File: src/csi_pkg.sv
// Shared constants and types of the sensor two-wire slave port
package csi_pkg;
	// Bus addressing
	localparam logic [6:0] DEV_ADDR      = 7'h48;
	localparam logic [6:0] GC_ADDR       = 7'h00;
	localparam logic [7:0] GC_RESET_CMD  = 8'h06;
	localparam logic [7:0] PTR_RESET_CMD = 8'hBF;
	// Register pointers
	localparam logic [7:0] PTR_STATUS    = 8'h00;
	localparam logic [7:0] PTR_OFFSET    = 8'h11;
	localparam logic [7:0] PTR_SERIAL0   = 8'h13;
	localparam logic [7:0] PTR_SERIAL1   = 8'h14;
	localparam logic [7:0] PTR_SERIAL2   = 8'h15;
	localparam logic [7:0] PTR_SERIAL3   = 8'h16;
	localparam logic [7:0] PTR_IDENTITY  = 8'h17;
	// Offset control register layout and value after reset
	localparam int         DAC_EN_BIT    = 7;
	localparam int         AUTO_BIT      = 6;
	localparam int         CODE_W        = 6;
	localparam logic [7:0] OFFSET_RESET  = 8'hC0;
	localparam logic [5:0] CODE_MIN      = 6'h00;
	localparam logic [5:0] CODE_MAX      = 6'h3F;
	// Data average thresholds, quarter and three quarters of full range
	localparam int          AVG_W        = 16;
	localparam logic [15:0] AVG_HIGH     = 16'hC000;
	localparam logic [15:0] AVG_LOW      = 16'h4000;
	// Frame bit count
	localparam logic [3:0] BITS_PER_BYTE = 4'h8;
	// Reload time
	localparam int RELOAD_TIME_US = 2000;
	localparam int CLK_FREQ_MHZ   = 100;
	localparam int RELOAD_CYCLES  = RELOAD_TIME_US * CLK_FREQ_MHZ;
	typedef enum logic [7:0] {
		ST_IDLE  = 8'h01,
		ST_ADDR  = 8'h02,
		ST_AACK  = 8'h04,
		ST_RX    = 8'h08,
		ST_RACK  = 8'h10,
		ST_TX    = 8'h20,
		ST_TACK  = 8'h40,
		ST_TLOAD = 8'h80
	} csi_state_t;
endpackage

File: src/csi_sync.sv
// Two flip-flop synchroniser for asynchronous inputs
`timescale 1ns/1ps
`default_nettype none
module csi_sync #(
	parameter int WIDTH = 2
) (
	// Clock and reset
	input  wire logic             clk_i,
	input  wire logic             sys_rst_i,
	// Data
	input  wire logic [WIDTH-1:0] async_i,
	output logic      [WIDTH-1:0] sync_o
);
	logic [WIDTH-1:0] meta_reg;
	logic [WIDTH-1:0] meta_next;
	logic [WIDTH-1:0] sync_reg;
	logic [WIDTH-1:0] sync_next;

	initial begin
		if (WIDTH < 1) begin
			$error("csi_sync: WIDTH must be at least 1");
		end
	end

	// Idle bus level is high, so reset to ones to avoid a false start
	always_comb begin
		meta_next = async_i;
		sync_next = meta_reg;
	end

	always_ff @(posedge clk_i) begin
		if (sys_rst_i) begin
			meta_reg <= '1;
			sync_reg <= '1;
		end else begin
			meta_reg <= meta_next;
			sync_reg <= sync_next;
		end
	end

	assign sync_o = sync_reg;
endmodule
`default_nettype wire

File: src/csi_auto_track.sv
// Automatic offset code tracking from the data average
`timescale 1ns/1ps
`default_nettype none
module csi_auto_track #(
	parameter int AVG_W  = csi_pkg::AVG_W,
	parameter int CODE_W = csi_pkg::CODE_W
) (
	// Clock and reset
	input  wire logic              clk_i,
	input  wire logic              sys_rst_i,
	// Control
	input  wire logic              track_en_i,
	input  wire logic              avg_valid_i,
	input  wire logic [AVG_W-1:0]  avg_i,
	input  wire logic [CODE_W-1:0] step_i,
	input  wire logic [CODE_W-1:0] code_i,
	// Result
	output logic                   upd_o,
	output logic      [CODE_W-1:0] code_o
);
	logic              upd_reg;
	logic              upd_next;
	logic [CODE_W-1:0] code_reg;
	logic [CODE_W-1:0] code_next;

	initial begin
		if (AVG_W != csi_pkg::AVG_W || CODE_W != csi_pkg::CODE_W) begin
			$error("csi_auto_track: widths must match the package thresholds");
		end
	end

	// Saturating steps so a large step never wraps the code
	always_comb begin
		upd_next  = 1'b0;
		code_next = code_reg;
		if (track_en_i && avg_valid_i) begin
			if (avg_i > csi_pkg::AVG_HIGH) begin
				upd_next  = 1'b1;
				code_next = (code_i > csi_pkg::CODE_MAX - step_i) ? csi_pkg::CODE_MAX
				          : code_i + step_i;
			end else if (avg_i < csi_pkg::AVG_LOW) begin
				upd_next  = 1'b1;
				code_next = (code_i < csi_pkg::CODE_MIN + step_i) ? csi_pkg::CODE_MIN
				          : code_i - step_i;
			end
		end
	end

	always_ff @(posedge clk_i) begin
		if (sys_rst_i) begin
			upd_reg  <= 1'b0;
			code_reg <= '0;
		end else begin
			upd_reg  <= upd_next;
			code_reg <= code_next;
		end
	end

	assign upd_o  = upd_reg;
	assign code_o = code_reg;
endmodule
`default_nettype wire

File: src/csi_i2c_slave.sv
// Two-wire slave port with pointer, offset control, serial number and identity
`timescale 1ns/1ps
`default_nettype none
module csi_i2c_slave #(
	parameter int          RELOAD_CYC = csi_pkg::RELOAD_CYCLES,
	parameter logic [31:0] SERIAL_NUM = 32'h0000_0000, // Arbitrary value
	parameter logic [7:0]  PART_ID    = 8'h00          // Arbitrary value
) (
	// Clock and reset
	input  wire logic        clk_i,
	input  wire logic        sys_rst_i,
	// Serial bus
	input  wire logic        scl_i,
	input  wire logic        sda_i,
	output logic             sda_o,
	output logic             sda_oe_n_o,
	// Other registers of the device
	output logic      [7:0]  ext_addr_o,
	input  wire logic [7:0]  ext_rd_data_i,
	output logic             ext_wr_o,
	output logic      [7:0]  ext_wr_addr_o,
	output logic      [7:0]  ext_wr_data_o,
	output logic             reload_o,
	// Converter side
	input  wire logic        adaptive_mode_i,
	input  wire logic        avg_valid_i,
	input  wire logic [15:0] avg_i,
	input  wire logic [5:0]  range_step_i,
	output logic             offset_dac_enable_o,
	output logic             offset_auto_track_enable_o,
	output logic      [5:0]  offset_code_o
);
	localparam int BW = $clog2(RELOAD_CYC + 1);
	localparam logic [BW-1:0] RELOAD_LOAD = BW'(RELOAD_CYC);

	initial begin
		if (RELOAD_CYC < 1) begin
			$error("csi_i2c_slave: RELOAD_CYC must be at least 1");
		end
	end

	logic [1:0] sync_w;
	logic       scl_s;
	logic       sda_s;
	logic       scl_d_reg;
	logic       sda_d_reg;
	logic       scl_rise;
	logic       scl_fall;
	logic       start_det;
	logic       stop_det;
	logic       trk_upd;
	logic [5:0] trk_code;
	logic       busy;

	// Local names for the package's one-hot state codes
	typedef csi_pkg::csi_state_t csi_st_t;
	localparam csi_st_t ST_IDLE  = csi_pkg::ST_IDLE;
	localparam csi_st_t ST_ADDR  = csi_pkg::ST_ADDR;
	localparam csi_st_t ST_AACK  = csi_pkg::ST_AACK;
	localparam csi_st_t ST_RX    = csi_pkg::ST_RX;
	localparam csi_st_t ST_RACK  = csi_pkg::ST_RACK;
	localparam csi_st_t ST_TX    = csi_pkg::ST_TX;
	localparam csi_st_t ST_TACK  = csi_pkg::ST_TACK;
	localparam csi_st_t ST_TLOAD = csi_pkg::ST_TLOAD;

	csi_st_t       st_reg, st_next;
	logic [3:0]    cnt_reg, cnt_next;
	logic [7:0]    sh_reg, sh_next;
	logic [7:0]    tx_reg, tx_next;
	logic [7:0]    ptr_reg, ptr_next;
	logic          drv_reg, drv_next;
	logic          rd_reg, rd_next;
	logic          first_reg, first_next;
	logic          gc_reg, gc_next;
	logic          pend_reg, pend_next;
	logic [7:0]    ofs_reg, ofs_next;
	logic [BW-1:0] bcnt_reg, bcnt_next;
	logic          wr_reg, wr_next;
	logic [7:0]    wa_reg, wa_next;
	logic [7:0]    wd_reg, wd_next;

	csi_sync #(
		.WIDTH(2)
	) u_sync (
		.clk_i    (clk_i),
		.sys_rst_i(sys_rst_i),
		.async_i  ({scl_i, sda_i}),
		.sync_o   (sync_w)
	);

	assign scl_s = sync_w[1];
	assign sda_s = sync_w[0];

	csi_auto_track u_track (
		.clk_i      (clk_i),
		.sys_rst_i  (sys_rst_i),
		.track_en_i (ofs_reg[csi_pkg::AUTO_BIT] & adaptive_mode_i),
		.avg_valid_i(avg_valid_i),
		.avg_i      (avg_i),
		.step_i     (range_step_i),
		.code_i     (ofs_reg[csi_pkg::CODE_W-1:0]),
		.upd_o      (trk_upd),
		.code_o     (trk_code)
	);

	// Read data of the pointed register; the pointer has no read path
	function automatic logic [7:0] rd_mux(input logic [7:0] p, input logic [7:0] ofs,
			input logic [7:0] ext);
		case (p)
			csi_pkg::PTR_OFFSET:   rd_mux = ofs;
			csi_pkg::PTR_SERIAL0:  rd_mux = SERIAL_NUM[31:24];
			csi_pkg::PTR_SERIAL1:  rd_mux = SERIAL_NUM[23:16];
			csi_pkg::PTR_SERIAL2:  rd_mux = SERIAL_NUM[15:8];
			csi_pkg::PTR_SERIAL3:  rd_mux = SERIAL_NUM[7:0];
			csi_pkg::PTR_IDENTITY: rd_mux = PART_ID;
			default:               rd_mux = ext;
		endcase
	endfunction

	assign scl_rise  = scl_s & ~scl_d_reg;
	assign scl_fall  = ~scl_s & scl_d_reg;
	assign start_det = scl_s & scl_d_reg & sda_d_reg & ~sda_s;
	assign stop_det  = scl_s & scl_d_reg & ~sda_d_reg & sda_s;
	assign busy      = (bcnt_reg != '0);

	always_comb begin
		st_next    = st_reg;
		cnt_next   = cnt_reg;
		sh_next    = sh_reg;
		tx_next    = tx_reg;
		ptr_next   = ptr_reg;
		drv_next   = drv_reg;
		rd_next    = rd_reg;
		first_next = first_reg;
		gc_next    = gc_reg;
		pend_next  = pend_reg;
		ofs_next   = ofs_reg;
		bcnt_next  = busy ? bcnt_reg - 1'b1 : bcnt_reg;
		wr_next    = 1'b0;
		wa_next    = wa_reg;
		wd_next    = wd_reg;
		if (trk_upd) begin
			ofs_next[csi_pkg::CODE_W-1:0] = trk_code;
		end
		if (scl_rise) begin
			sh_next = {sh_reg[6:0], sda_s};
			if (st_reg == ST_ADDR || st_reg == ST_RX) begin
				cnt_next = cnt_reg + 1'b1;
			end
		end
		if (busy) begin
			// No acknowledge of any traffic while defaults reload
			st_next  = ST_IDLE;
			drv_next = 1'b0;
		end else if (stop_det) begin
			st_next  = ST_IDLE;
			drv_next = 1'b0;
			ptr_next = csi_pkg::PTR_STATUS;
		end else if (start_det) begin
			st_next  = ST_ADDR;
			cnt_next = '0;
			drv_next = 1'b0;
		end else if (scl_fall) begin
			case (st_reg)
				ST_ADDR: begin
					if (cnt_reg == csi_pkg::BITS_PER_BYTE) begin
						rd_next    = sh_reg[0];
						gc_next    = (sh_reg == {csi_pkg::GC_ADDR, 1'b0});
						first_next = 1'b1;
						if (sh_reg[7:1] == csi_pkg::DEV_ADDR ||
								sh_reg == {csi_pkg::GC_ADDR, 1'b0}) begin
							st_next  = ST_AACK;
							drv_next = 1'b1;
						end else begin
							st_next = ST_IDLE;
						end
					end
				end
				ST_AACK: begin
					cnt_next = '0;
					if (rd_reg) begin
						tx_next  = rd_mux(ptr_reg, ofs_reg, ext_rd_data_i);
						drv_next = ~tx_next[7];
						st_next  = ST_TX;
					end else begin
						drv_next = 1'b0;
						st_next  = ST_RX;
					end
				end
				ST_RX: begin
					if (cnt_reg == csi_pkg::BITS_PER_BYTE) begin
						st_next    = ST_RACK;
						drv_next   = 1'b1;
						first_next = 1'b0;
						if (gc_reg) begin
							if (sh_reg == csi_pkg::GC_RESET_CMD) begin
								pend_next = 1'b1;
							end else begin
								st_next  = ST_IDLE;
								drv_next = 1'b0;
							end
						end else if (first_reg) begin
							ptr_next  = sh_reg;
							pend_next = (sh_reg == csi_pkg::PTR_RESET_CMD);
						end else begin
							ptr_next = ptr_reg + 1'b1;
							if (ptr_reg == csi_pkg::PTR_OFFSET) begin
								ofs_next = sh_reg;
							end else if (ptr_reg < csi_pkg::PTR_SERIAL0) begin
								wr_next = 1'b1;
								wa_next = ptr_reg;
								wd_next = sh_reg;
							end
							// Read-only and unmapped targets are acknowledged only
						end
					end
				end
				ST_RACK: begin
					drv_next = 1'b0;
					cnt_next = '0;
					st_next  = ST_RX;
					if (pend_reg) begin
						pend_next = 1'b0;
						bcnt_next = RELOAD_LOAD;
						ofs_next  = csi_pkg::OFFSET_RESET;
						ptr_next  = csi_pkg::PTR_STATUS;
						st_next   = ST_IDLE;
					end
				end
				ST_TX: begin
					cnt_next = cnt_reg + 1'b1;
					if (cnt_reg == csi_pkg::BITS_PER_BYTE - 1'b1) begin
						drv_next = 1'b0;
						st_next  = ST_TACK;
					end else begin
						drv_next = ~tx_reg[3'(6 - cnt_reg)];
					end
				end
				ST_TLOAD: begin
					tx_next  = rd_mux(ptr_reg, ofs_reg, ext_rd_data_i);
					drv_next = ~tx_next[7];
					cnt_next = '0;
					st_next  = ST_TX;
				end
				default: begin
				end
			endcase
		end else if (scl_rise && st_reg == ST_TACK) begin
			if (sda_s) begin
				st_next = ST_IDLE;
			end else begin
				ptr_next = ptr_reg + 1'b1;
				st_next  = ST_TLOAD;
			end
		end
	end

	always_ff @(posedge clk_i) begin
		if (sys_rst_i) begin
			scl_d_reg <= 1'b1;
			sda_d_reg <= 1'b1;
			st_reg    <= ST_IDLE;
			cnt_reg   <= '0;
			sh_reg    <= '0;
			tx_reg    <= '0;
			ptr_reg   <= csi_pkg::PTR_STATUS;
			drv_reg   <= 1'b0;
			rd_reg    <= 1'b0;
			first_reg <= 1'b0;
			gc_reg    <= 1'b0;
			pend_reg  <= 1'b0;
			ofs_reg   <= csi_pkg::OFFSET_RESET;
			bcnt_reg  <= '0;
			wr_reg    <= 1'b0;
			wa_reg    <= '0;
			wd_reg    <= '0;
		end else begin
			scl_d_reg <= scl_s;
			sda_d_reg <= sda_s;
			st_reg    <= st_next;
			cnt_reg   <= cnt_next;
			sh_reg    <= sh_next;
			tx_reg    <= tx_next;
			ptr_reg   <= ptr_next;
			drv_reg   <= drv_next;
			rd_reg    <= rd_next;
			first_reg <= first_next;
			gc_reg    <= gc_next;
			pend_reg  <= pend_next;
			ofs_reg   <= ofs_next;
			bcnt_reg  <= bcnt_next;
			wr_reg    <= wr_next;
			wa_reg    <= wa_next;
			wd_reg    <= wd_next;
		end
	end

	// Open drain: only ever pull low
	assign sda_o      = 1'b0;
	assign sda_oe_n_o = ~drv_reg;

	assign ext_addr_o    = ptr_reg;
	assign ext_wr_o      = wr_reg;
	assign ext_wr_addr_o = wa_reg;
	assign ext_wr_data_o = wd_reg;
	assign reload_o      = busy;

	assign offset_dac_enable_o        = ofs_reg[csi_pkg::DAC_EN_BIT];
	assign offset_auto_track_enable_o = ofs_reg[csi_pkg::AUTO_BIT];
	assign offset_code_o              = ofs_reg[csi_pkg::CODE_W-1:0];
endmodule
`default_nettype wire

File: config.mk
export PLATFORM = sky130hd
export DESIGN_NAME = csi_i2c_slave
export DESIGN_NICKNAME = d
export VERILOG_FILES = /design/src/csi_pkg.sv /design/src/csi_sync.sv /design/src/csi_auto_track.sv /design/src/csi_i2c_slave.sv
export SDC_FILE = /design/constraint.sdc
export NUM_CORES = 1
export LEC_CHECK = 0
export CORE_ASPECT_RATIO = 1.4
export CORE_MARGIN = 2
export CORE_UTILIZATION = 45
export DETAILED_ROUTE_END_ITERATION = 8
export DONT_BUFFER_PORTS = 1
export PLACE_DENSITY = 0.58
export RECOVER_POWER = 25
export SLEW_MARGIN = 20
export SYNTH_ARGS = -nofsm -noshare
export SYNTH_HDL_FRONTEND = slang
export SYNTH_SLANG_ARGS = --single-unit
File: constraint.sdc
create_clock -name clk_i -period 4.35 [get_ports clk_i]
set_input_delay 0.435 -clock clk_i [delete_from_list [all_inputs] [get_ports clk_i]]
set_output_delay 0.435 -clock clk_i [all_outputs]
set_load 0.03 [all_outputs]
* Yosys cells after proc, flatten, opt, wreduce, memory -nomap -nowiden
Index checks and enable logic that the tools add are counted.
** Storage, ports and cells
- Input bits :: 36
- Register bits :: 97
- Memory bits (read-only) :: 0
- Memories :: 0
- Word-level logic and storage cells :: 222
- Output and inout bits :: 36
- RAM bits :: 0
- Latch bits :: 0
** Operators by class
- Eq/ne operators :: 42
- Shift operators :: 0
- Reductions and logical operators :: 31
- Order comparisons :: 6
- Mux-type cells :: 87
- Bitwise logic cells :: 26
- Multiply operators :: 0
- Div/mod/pow operators :: 0
- Add/sub/neg operators :: 7
** Operator list (number)
- 8-bit two-way mux :: 32
- 18-bit two-way mux :: 7
- 8-bit one-hot mux with 2 select lines :: 4
- 6-bit two-way mux :: 10
- 8-bit by 5-bit equality test with 1-bit output (second input constant) :: 7
- 8-bit one-hot mux with 6 select lines :: 1
- 4-bit two-way mux :: 7
- 10-bit AND reduction :: 2
- 1-bit NOT :: 18
- 18-bit nonzero test :: 1
- 18-bit by 1-bit subtractor with 18-bit output (second input constant) :: 1
- 1-bit two-way mux :: 17
- 8-bit by 3-bit equality test with 1-bit output (second input constant) :: 2
- 8-bit equality test (second input constant) :: 2
- 16-bit > comparator (second input constant) :: 1
- 16-bit by 15-bit < comparator with 1-bit output (second input constant) :: 1
- 8-bit AND reduction :: 2
- 5-bit AND reduction :: 3
- 4-bit by 3-bit inequality test with 1-bit output (second input constant) :: 3
- 4-bit inequality test (second input constant) :: 3
- 6-bit AND reduction :: 2
- 5-bit two-way mux :: 2
- 2-bit by 1-bit inequality test with 1-bit output (second input constant) :: 5
- 2-bit nonzero test :: 5
- other kinds (42) :: 61

* Depth between registers and ports, before layout
Gate-level depths: netlist of run 1.
- Depth after elaboration :: 12
- Gate-level depth with buffers :: 10
- Depth with buffers taken out :: 10

* Modules after synthesis
A second synthesis of run 1 with hierarchy kept.
** Second synthesis, totals
- Cells, all modules :: 716
- Area, all modules :: 5920.7 um^2
** By module, submodules not included
- csi_i2c_slave :: area an instance 4833.4 um^2, seq. area each 1721.7 um^2, times used 1, cells an instance 580
- csi_auto_track :: area an instance 982.2 um^2, seq. area each 140.1 um^2, times used 1, cells an instance 128
- csi_sync :: area an instance 105.1 um^2, seq. area each 80.1 um^2, times used 1, cells an instance 8

* Least setup slack after synthesis of run 1
OpenSTA, ideal clock, no wires.
- Kind :: reg2reg
- Start :: reg bcnt_reg[0]
- End :: reg cnt_reg[1]
- Buffers on the path :: 0
- Period minus slack after synthesis :: 2486 ps
- Arrival :: 2370 ps
- Required time :: 4233 ps
- Setup slack :: 1864 ps
- Library setup time :: 117 ps
- Stages on the path, launching flop included :: 10
- Path through :: dfxtp_1 -> inv_1 -> ha_1 -> or4b_4 -> or4_1 -> nor2_4 -> inv_2 -> o21bai_2 -> nor2_1 -> a22o_1
** On the way
- Cells in the longest elaborated chain, start to end :: 2
** RTL lines
- start: declaration :: RTL line csi_i2c_slave.sv:77 : logic [BW-1:0] bcnt_reg, bcnt_next;
- start signal: assignment :: RTL line csi_i2c_slave.sv:291 : bcnt_reg <= bcnt_next;
- 18-bit nonzero test :: RTL line csi_i2c_slave.sv:124 : assign busy = (bcnt_reg != '0);
- named net reload_o :: RTL line csi_i2c_slave.sv:23 : output logic reload_o,
- 4-bit two-way mux :: RTL line csi_i2c_slave.sv:151 : if (busy) begin
- end signal: assignment :: RTL line csi_i2c_slave.sv:281 : cnt_reg <= cnt_next;
- end: declaration :: RTL line csi_i2c_slave.sv:67 : logic [3:0] cnt_reg, cnt_next;
The timed path passes the listed nets, and every way through them passes these cells.
A chain may end at the register's enable or synchronous reset.

* Worst setup path in the final report of run 1
- Start :: reg ptr_reg[1], in the netlist ext_addr_o[1]
- End :: reg wd_reg[4], in the netlist ext_wr_data_o[4]
** On the way
- Cells in the longest elaborated chain, start to end :: 3
- Elaborated cells between the ends (all ways) :: 4
- Classes of those cells :: 1 x order compare; 1 x eq/ne; 1 x bitwise; 1 x reduce/logical
** RTL lines
- start: declaration :: RTL line csi_i2c_slave.sv:70 : logic [7:0] ptr_reg, ptr_next;
- start signal: assignment :: RTL line csi_i2c_slave.sv:266 : ptr_reg <= csi_pkg::PTR_STATUS;
- start signal: assignment :: RTL line csi_i2c_slave.sv:284 : ptr_reg <= ptr_next;
- branches (longest 2 deep; another with 8-bit by 5-bit < comparator with 1-bit output)
- 10-bit AND reduction (no source line) (*)
- end signal: assignment :: RTL line csi_i2c_slave.sv:294 : wd_reg <= wd_next;
- end: declaration :: RTL line csi_i2c_slave.sv:80 : logic [7:0] wd_reg, wd_next;
Mark *: on every way between the ends.

==> metrics.yaml, run 1 <==
rsz0062_at_grt: "no"
critPathMaxStageDelay_ns: 0.66
fp-row-count: 47
ctsHoldBuffers: 0
worstMarginPinSlew_ns: 0.9984
dr.pass1.iters: 5
nets: 706
synth_top_area_share_pct: 35.42
fp.dieArea_sq_um: 13100
coreArea_sq_um: 11880
syn-cell-area_sq_um: 5483
die_w_um: 97.29
slew_violations: 0
cts_sinks: 97
cts_max_level: 3
path_delay_family: "simple AND/OR/NAND/NOR gates"
via_per_inst: 6.029
synthFlopType: "dfxtp_1"
path_clk_slew_ns: 0.08
syn_inst: 677
grt_pass1_wl_um: 22680
largest_reg_flops: 18
layout_min_cycle_time_ns: 3.007
wire_per_inst_um: 17.43
synth.distinct_cells: 76
place.gp.congestion: 0.8425
path_cells: "inv_1 > ha_1 > and4_1 > or4b_1 > nor4_4 > nand2_1 > a21oi_1"
crit_buf_inv: 1
setup_ws_ns: 1.343
yosysTopAreaCell: "dfxtp_1"
first_global_vias: 4624
cts_setup_buffers: 0
grt_max_degree: 80
synth_area_per_cell_sq_um: 8.099
ioPinCount: 72
max_slew_margin_pct: 33.30
drtAntennaViolNets: 0
fin_setup_tns_ns: 0
synth_nets: 736
crit_required_ns: 4.64
vias: 4817
cts_resized: 0
cts_tree: "built"
area_delta_synth_final_pct: 6.070
p_leak_nw: 2.027
drtIter0Drc: 309
crit_path_max_fanout: 16
path_class: "reg2reg"
port_buffers: 0
critPathArrivalTime_ns: 3.30
ys_ff_latch: 97
status: "completed"
cp-start-kind: "flop"
cts_made_buffers: 9
maxCapViolCount: 0
synthTopCellsByArea: "dfxtp_1, nor2_1, a21oi_1, ha_1, nand2_1"
ys_async_sr_fraction_pct: 0
cts_buffer_depth: 2
insertion_delay_ns: 0.35
dp_hpwl_um: 10370
power_density_nw_per_um2: 422.0
setup_viol: 0
synth_edf_count: 0
cpMaxStageDelayCell: "nor4_4"
hold_class: "in2reg"
max_freq_mhz: 332.6
groute.usage.overall_pct: 21.26
antenna_found_initial: 0
skew_ns: 0.009372
yosysWarningCount: 0
grt_remaining_overflow: 0
ir_drop_mv: 0.1817
start_util_pct: 46.16
antenna_cells: 0
fin_crit_sh_pct: 69.13
hold_violations: 0
place_ws_ns: 1.360
root_buffer: "clkbuf_16"
drive_above_1_share_pct: 6.288
yosysSeqAreaShare_pct: 35.42
die_h_um: 134.6
endpoint_kind: "flop"
wl_um: 13930
drc_errors: 0
==> final cells by class <==
cell class	count	area [sq um]
clock buffers	9	225.2
clock inverters	7	97.59
fillers	1176	6063
inverters	31	116.4
multi-input cells	507	3243
flip-flops and latches	97	1942
well taps	147	183.9
repair buffers	1	7.507
==> final timing paths <==
| kind | slack, ns | cells after the start | to | startpoint |
|---|---|---|---|---|
| worst max-delay path | 1.34 | 7 | ext_wr_data_o[4] | ext_addr_o[1] |
| worst min-delay path | 0.16 | 1 | bcnt_reg[6] | sys_rst_i |
| worst max register to register | 1.34 | 7 | ext_wr_data_o[4] | ext_addr_o[1] |
| worst min register to register | 0.41 | 1 | u_sync.sync_o[0] | u_sync.meta_reg[0] |
==> routing by layer <==
metal | vias up | track usage [%] | share of wire, %
met5 | - | 0 | 0
met4 | 0 | 10.34 | 3.8
met3 | 37 | 4.141 | 5.4
met2 | 155 | 38.35 | 51
met1 | 2247 | 24.01 | 39
li1 | 2378 | - | -
==> per-stage QoR <==
stage                     power, mW  area (sq um)  instances  util (%)  hold slack [ns]
final                         2.454          5816        799     48.96           0.1551
after global routing          2.586          5816        799     48.96           0.1552
after CTS                     2.478          5816        799     48.96           0.1513
after detailed placement      1.628          5493        783     46.24           0.3983
after global placement        1.611          5493        783     46.24           0.3901
after floorplan               1.529          5483        677         -           0.3895
==> cells in the final DEF, fill, tap and decap left out, types with 8 or more instances in the layout <==
cell type  Yosys  routed
dfxtp_1       97      97
nor2_1        71      71
nand2_1       67      67
a21oi_1       53      53
inv_1         30      30
nor3_1        26      26
o21ai_0       25      25
ha_1          21      21
xnor2_1       16      16
nor4_1        15      15
nand3_1       13      13
a211oi_1      13      13
xor2_1        11      11
mux2i_1       11      11
or2_2         10      10
nand2b_1       9       9
clkbuf_16      0       9
nor2b_1        8       8
a22oi_1        8       8
==> synthesized netlist by cell type, types with 8 or more instances <==
cell type	n
a21oi_1	53
nor4_1	15
mux2i_1	11
inv_1	30
a22oi_1	8
xnor2_1	16
nand2b_1	9
nor2b_1	8
dfxtp_1	97
xor2_1	11
nand3_1	13
nand2_1	67
ha_1	21
clkbuf_1	29
a211oi_1	13
or2_2	10
nor3_1	26
nor2_1	71
o21ai_0	25
==> cells by family after synthesis <==
group                    Yosys count  synth area share, %
AO/OA/AOI/OAI                    168                20.40
buffers and inverters             73                5.431
adder cells (fa/ha/maj)           23                5.523
AND/OR/NAND/NOR                  275                26.43
other                              1              0.06840
multiplexers                      13                2.419
flip-flops                        97                35.42
XOR/XNOR                          27                4.313
==> worst reg2reg max path: stages, from the launching register on <==
cell and delay [ns]:
dfxtp_1 0.64, inv_1 0.16, ha_1 0.22, and4_1 0.32
or4b_1 0.63, nor4_4 0.66, nand2_1 0.14, a21oi_1 0.17
==> power by group <==
group | switching, mW | total (mW) | internal, mW
logic | 0.346 | 0.569 | 0.223
registers | 0.0801 | 1.04 | 0.957
clock network | 0.384 | 0.848 | 0.464
(Power assumes the default switching activity.)
==> run 2, diff against run 1 <==
--- a/config.mk
+++ b/config.mk
@@ -5,6 +5,7 @@
 export SDC_FILE = /design/constraint.sdc
 export NUM_CORES = 1
 export LEC_CHECK = 0
+export ABC_AREA = 1
 export CORE_ASPECT_RATIO = 1.4
 export CORE_MARGIN = 2
 export CORE_UTILIZATION = 45
==> constraint.sdc (replaced) <==
create_clock -name clk_i -period 3.15 [get_ports clk_i]
set_input_delay 0.315 -clock clk_i [delete_from_list [all_inputs] [get_ports clk_i]]
set_output_delay 0.315 -clock clk_i [all_outputs]
set_load 0.03 [all_outputs]
==> run 2 against run 1 <==
The flow now finishes with violations (capacitance limit, slew limit). Clock power grew 37%. Largest cell class unchanged. Critical path depth down 3. Die area is 14% higher. Clock skew is essentially flat. Cell area rose by 15%. Combinational power increased by 110%. Synthesized cell count increased by 47%.
==> metrics.yaml, run 2 <==
cpMaxStageDelayCell: "clkbuf_1"
yosysTopAreaCell: "dfxtp_1"
drive_above_1_share_pct: 7.411  # +1.1 points
path_cells: "inv_1 > clkbuf_1 > nand2_1 > a211oi_1"
critPathLaunch: "sys_rst_i"
drtAntennaViolNets: 0  # unchanged
pwr-share-comb_pct: 31.5  # +8.3 points
holdWs_ns: 0.03091  # -0.1242 ns
cts_made_buffers: 9  # unchanged
slew_violations: 58  # +58
p_clk_share_pct: 30.4  # -4.2 points
synth_area_per_cell_sq_um: 6.308  # -22%
maxCapViolCount: 1  # +1
ys_ff_latch: 97  # unchanged
p_sw_share_pct: 37.85  # +4.9 points
drtIter0Drc: 335  # +8.4%
crit_path_max_fanout: 57  # +41
cts_max_level: 3  # unchanged
via_per_inst: 5.085  # -16%
p_int_mw: 2.372  # +44%
endpoint_kind: "flop"
nets: 1039  # +47%
layout_commonest_cell: "nand2_1"
critPathArrivalTime_ns: 2.85  # -0.45 ns
root_buffer: "clkbuf_16"
layout_min_cycle_time_ns: 2.590
ioPinCount: 72  # unchanged
cts_setup_buffers: 0  # unchanged
max_freq_mhz: 386.1
synth_edf_count: 0  # unchanged
grt_pass1_wl_um: 28010  # +23%
ff2ff_path_depth: 12  # +5
crit_required_ns: 3.41  # -1.23 ns
fin_crit_sh_pct: 82.22
path_class: "in2reg"
final_util_pct: 48.44  # -0.52 points
synthFlopType: "dfxtp_1"
ir_drop_mv: 0.4669  # +160%
antenna_cells: 0  # unchanged
synth.most_common_cell: "nand2_1"
groute.usage.overall_pct: 23.65  # +2.4 points
fp.dieArea_sq_um: 14880  # +14%
violations: "capacitance limit, slew limit"
r2r_slack_ns: 0.77  # -0.57 ns
grt_remaining_overflow: 0  # unchanged
path_clk_slew_ns: 0.07  # about the same
syn_inst: 992  # +47%
hold_violations: 0  # unchanged
yosysSeqAreaShare_pct: 31.03  # -4.4 points
fp-row-count: 51  # +8.5%
syn-cell-area_sq_um: 6257  # +14%
ys_async_sr_fraction_pct: 0  # unchanged
power_density_nw_per_um2: 571.6  # +35%
status: "complete, but fails checks"
place.gp.congestion: 0.8899  # +5.6%
fin_setup_tns_ns: 0  # unchanged
insertion_delay_ns: 0.35  # about the same
min_from: "sys_rst_i"
r2r_start: "ext_addr_o[1]"
layout_common_cells: "nand2_1, nor2_1, inv_1"
setup_viol: 0  # unchanged
synth_nets: 1051  # +43%
cts_buffer_depth: 2  # unchanged
rsz0062_at_grt: "no"
power_frac_seq_pct: 38.2  # -4.1 points
drc_errors: 0  # unchanged
r2r-end: "ext_wr_data_o[0]"
dp_hpwl_um: 13410  # +29%
synth_top_area_share_pct: 31.03  # -4.4 points
synthTopCellsByArea: "dfxtp_1, nand2_1, nor2_1, inv_1, nand3_1"
cts_sinks: 97  # unchanged
skew_ns: 0.009841  # +0.0004686 ns
switchingPower_mw: 1.444  # +78%
worstMarginPinSlew_ns: 2.528  # +1.530 ns
largest_reg_flops: 18  # unchanged
die_h_um: 143.5  # +6.6%
p_leak_nw: 3.090  # +52%
wl_um: 17320  # +24%
synth_common_cells: "nand2_1, nor2_1, inv_1, dfxtp_1, nand3_1"
start_util_pct: 45.40  # -0.76 points
area_delta_synth_final_pct: 6.699
coreArea_sq_um: 13780  # +16%
ctsHoldBuffers: 0  # unchanged
cts_resized: 0  # unchanged
grt_max_degree: 58  # -28%
die_w_um: 103.7  # +6.5%
hold_class: "in2reg"
cp-start-kind: "primary input"
antenna_found_initial: 0  # unchanged
synth.distinct_cells: 40  # -47%
dr.pass1.iters: 5  # unchanged
wire_per_inst_um: 14.80  # -15%
yosysWarningCount: 0  # unchanged
setup.worst_path.end: "bcnt_reg[1]"
vias: 5950  # +24%
cts_tree: "built"
port_buffers: 0  # unchanged
first_global_vias: 5688  # +23%
critPathMaxStageDelay_ns: 1.79  # +1.13 ns
max_slew_margin_pct: -68.56  # -100 points
run 2: cell types whose count changed after synthesis, moves of 14 or more:
cell,delta
nor2_1,+84
nand2_1,+198
clkbuf_1,-14
nand3_1,+59
o21ai_0,+20
nor3_1,-17
inv_1,+88
run 2: cell type report:
type / count / area, sq um
clock buffers: 9 / 225.2
clock inverters: 7 / 82.58
fillers: 1542 / 7107
inverters: 125 / 469.2
multi-input cells: 743 / 3700
flip-flops and latches: 97 / 1942
well taps: 185 / 231.5
repair buffers: 4 / 26.28
run 2: cell families after synthesis:
| kind of cell | Yosys count | share of synthesized area (%) |
|---|---|---|
| adder cells (fa/ha/maj) | 23 | 4.839 |
| buffers and inverters | 152 | 9.838 |
| flip-flops | 97 | 31.03 |
| AND/OR/NAND/NOR | 572 | 40.47 |
| XOR/XNOR | 26 | 3.639 |
| other | 1 | 0.05993 |
| AO/OA/AOI/OAI | 121 | 10.12 |
run 2: worst min-delay path by stage:
| stage | to | slack [ns] | depth (start not counted) |
|---|---|---|---|
| 6_report | bcnt_reg[12] | 0.03 | 1 |
| 5_1_grt | u_track.upd_o | 0.02 | 1 |
| 4_1_cts | bcnt_reg[8] | 0.02 | 1 |
| 3_5_place_dp | bcnt_reg[17] | 0.39 | 1 |
| 3_3_place_gp | bcnt_reg[17] | 0.39 | 1 |
| 2_1_floorplan | u_sync.sync_o[0] | 0.39 | 1 |
run 2: power by group through the flow:
stage	clock [mW]	combinational, mW	sequential (mW)
6_report	1.16	1.20	1.46
5_1_grt	1.23	1.37	1.47
4_1_cts	1.19	1.21	1.46
3_5_place_dp	0	1.20	1.48
3_3_place_gp	0	1.20	1.48
2_1_floorplan	0	0.989	1.46
run 2: per-stage QoR:
stage / cells / total power, mW / setup slack (ns) / instance area [sq um]
after floorplan: 992 / 2.447 / 1.212 / 6257
after global placement: 1154 / 2.685 / 0.8922 / 6372
after detailed placement: 1154 / 2.688 / 0.8403 / 6372
after CTS: 1170 / 3.850 / 0.8202 / 6680
after global routing: 1170 / 4.070 / 0.3103 / 6676
final: 1170 / 3.816 / 0.5601 / 6676
run 2: layer usage:
metal	track usage, %	vias to the layer above	part of all wire (%)
met1	25.94	2671	40
li1	-	3098	-
met5	0	-	0
met4	10.81	0	3.5
met3	3.946	36	4.0
met2	44.65	145	52
run 2: critical path, delay by kind of cell:
family,cells,cell delay (ns)
simple gates,1,0.35
compound gates,1,0.28
buf+inv,2,1.87
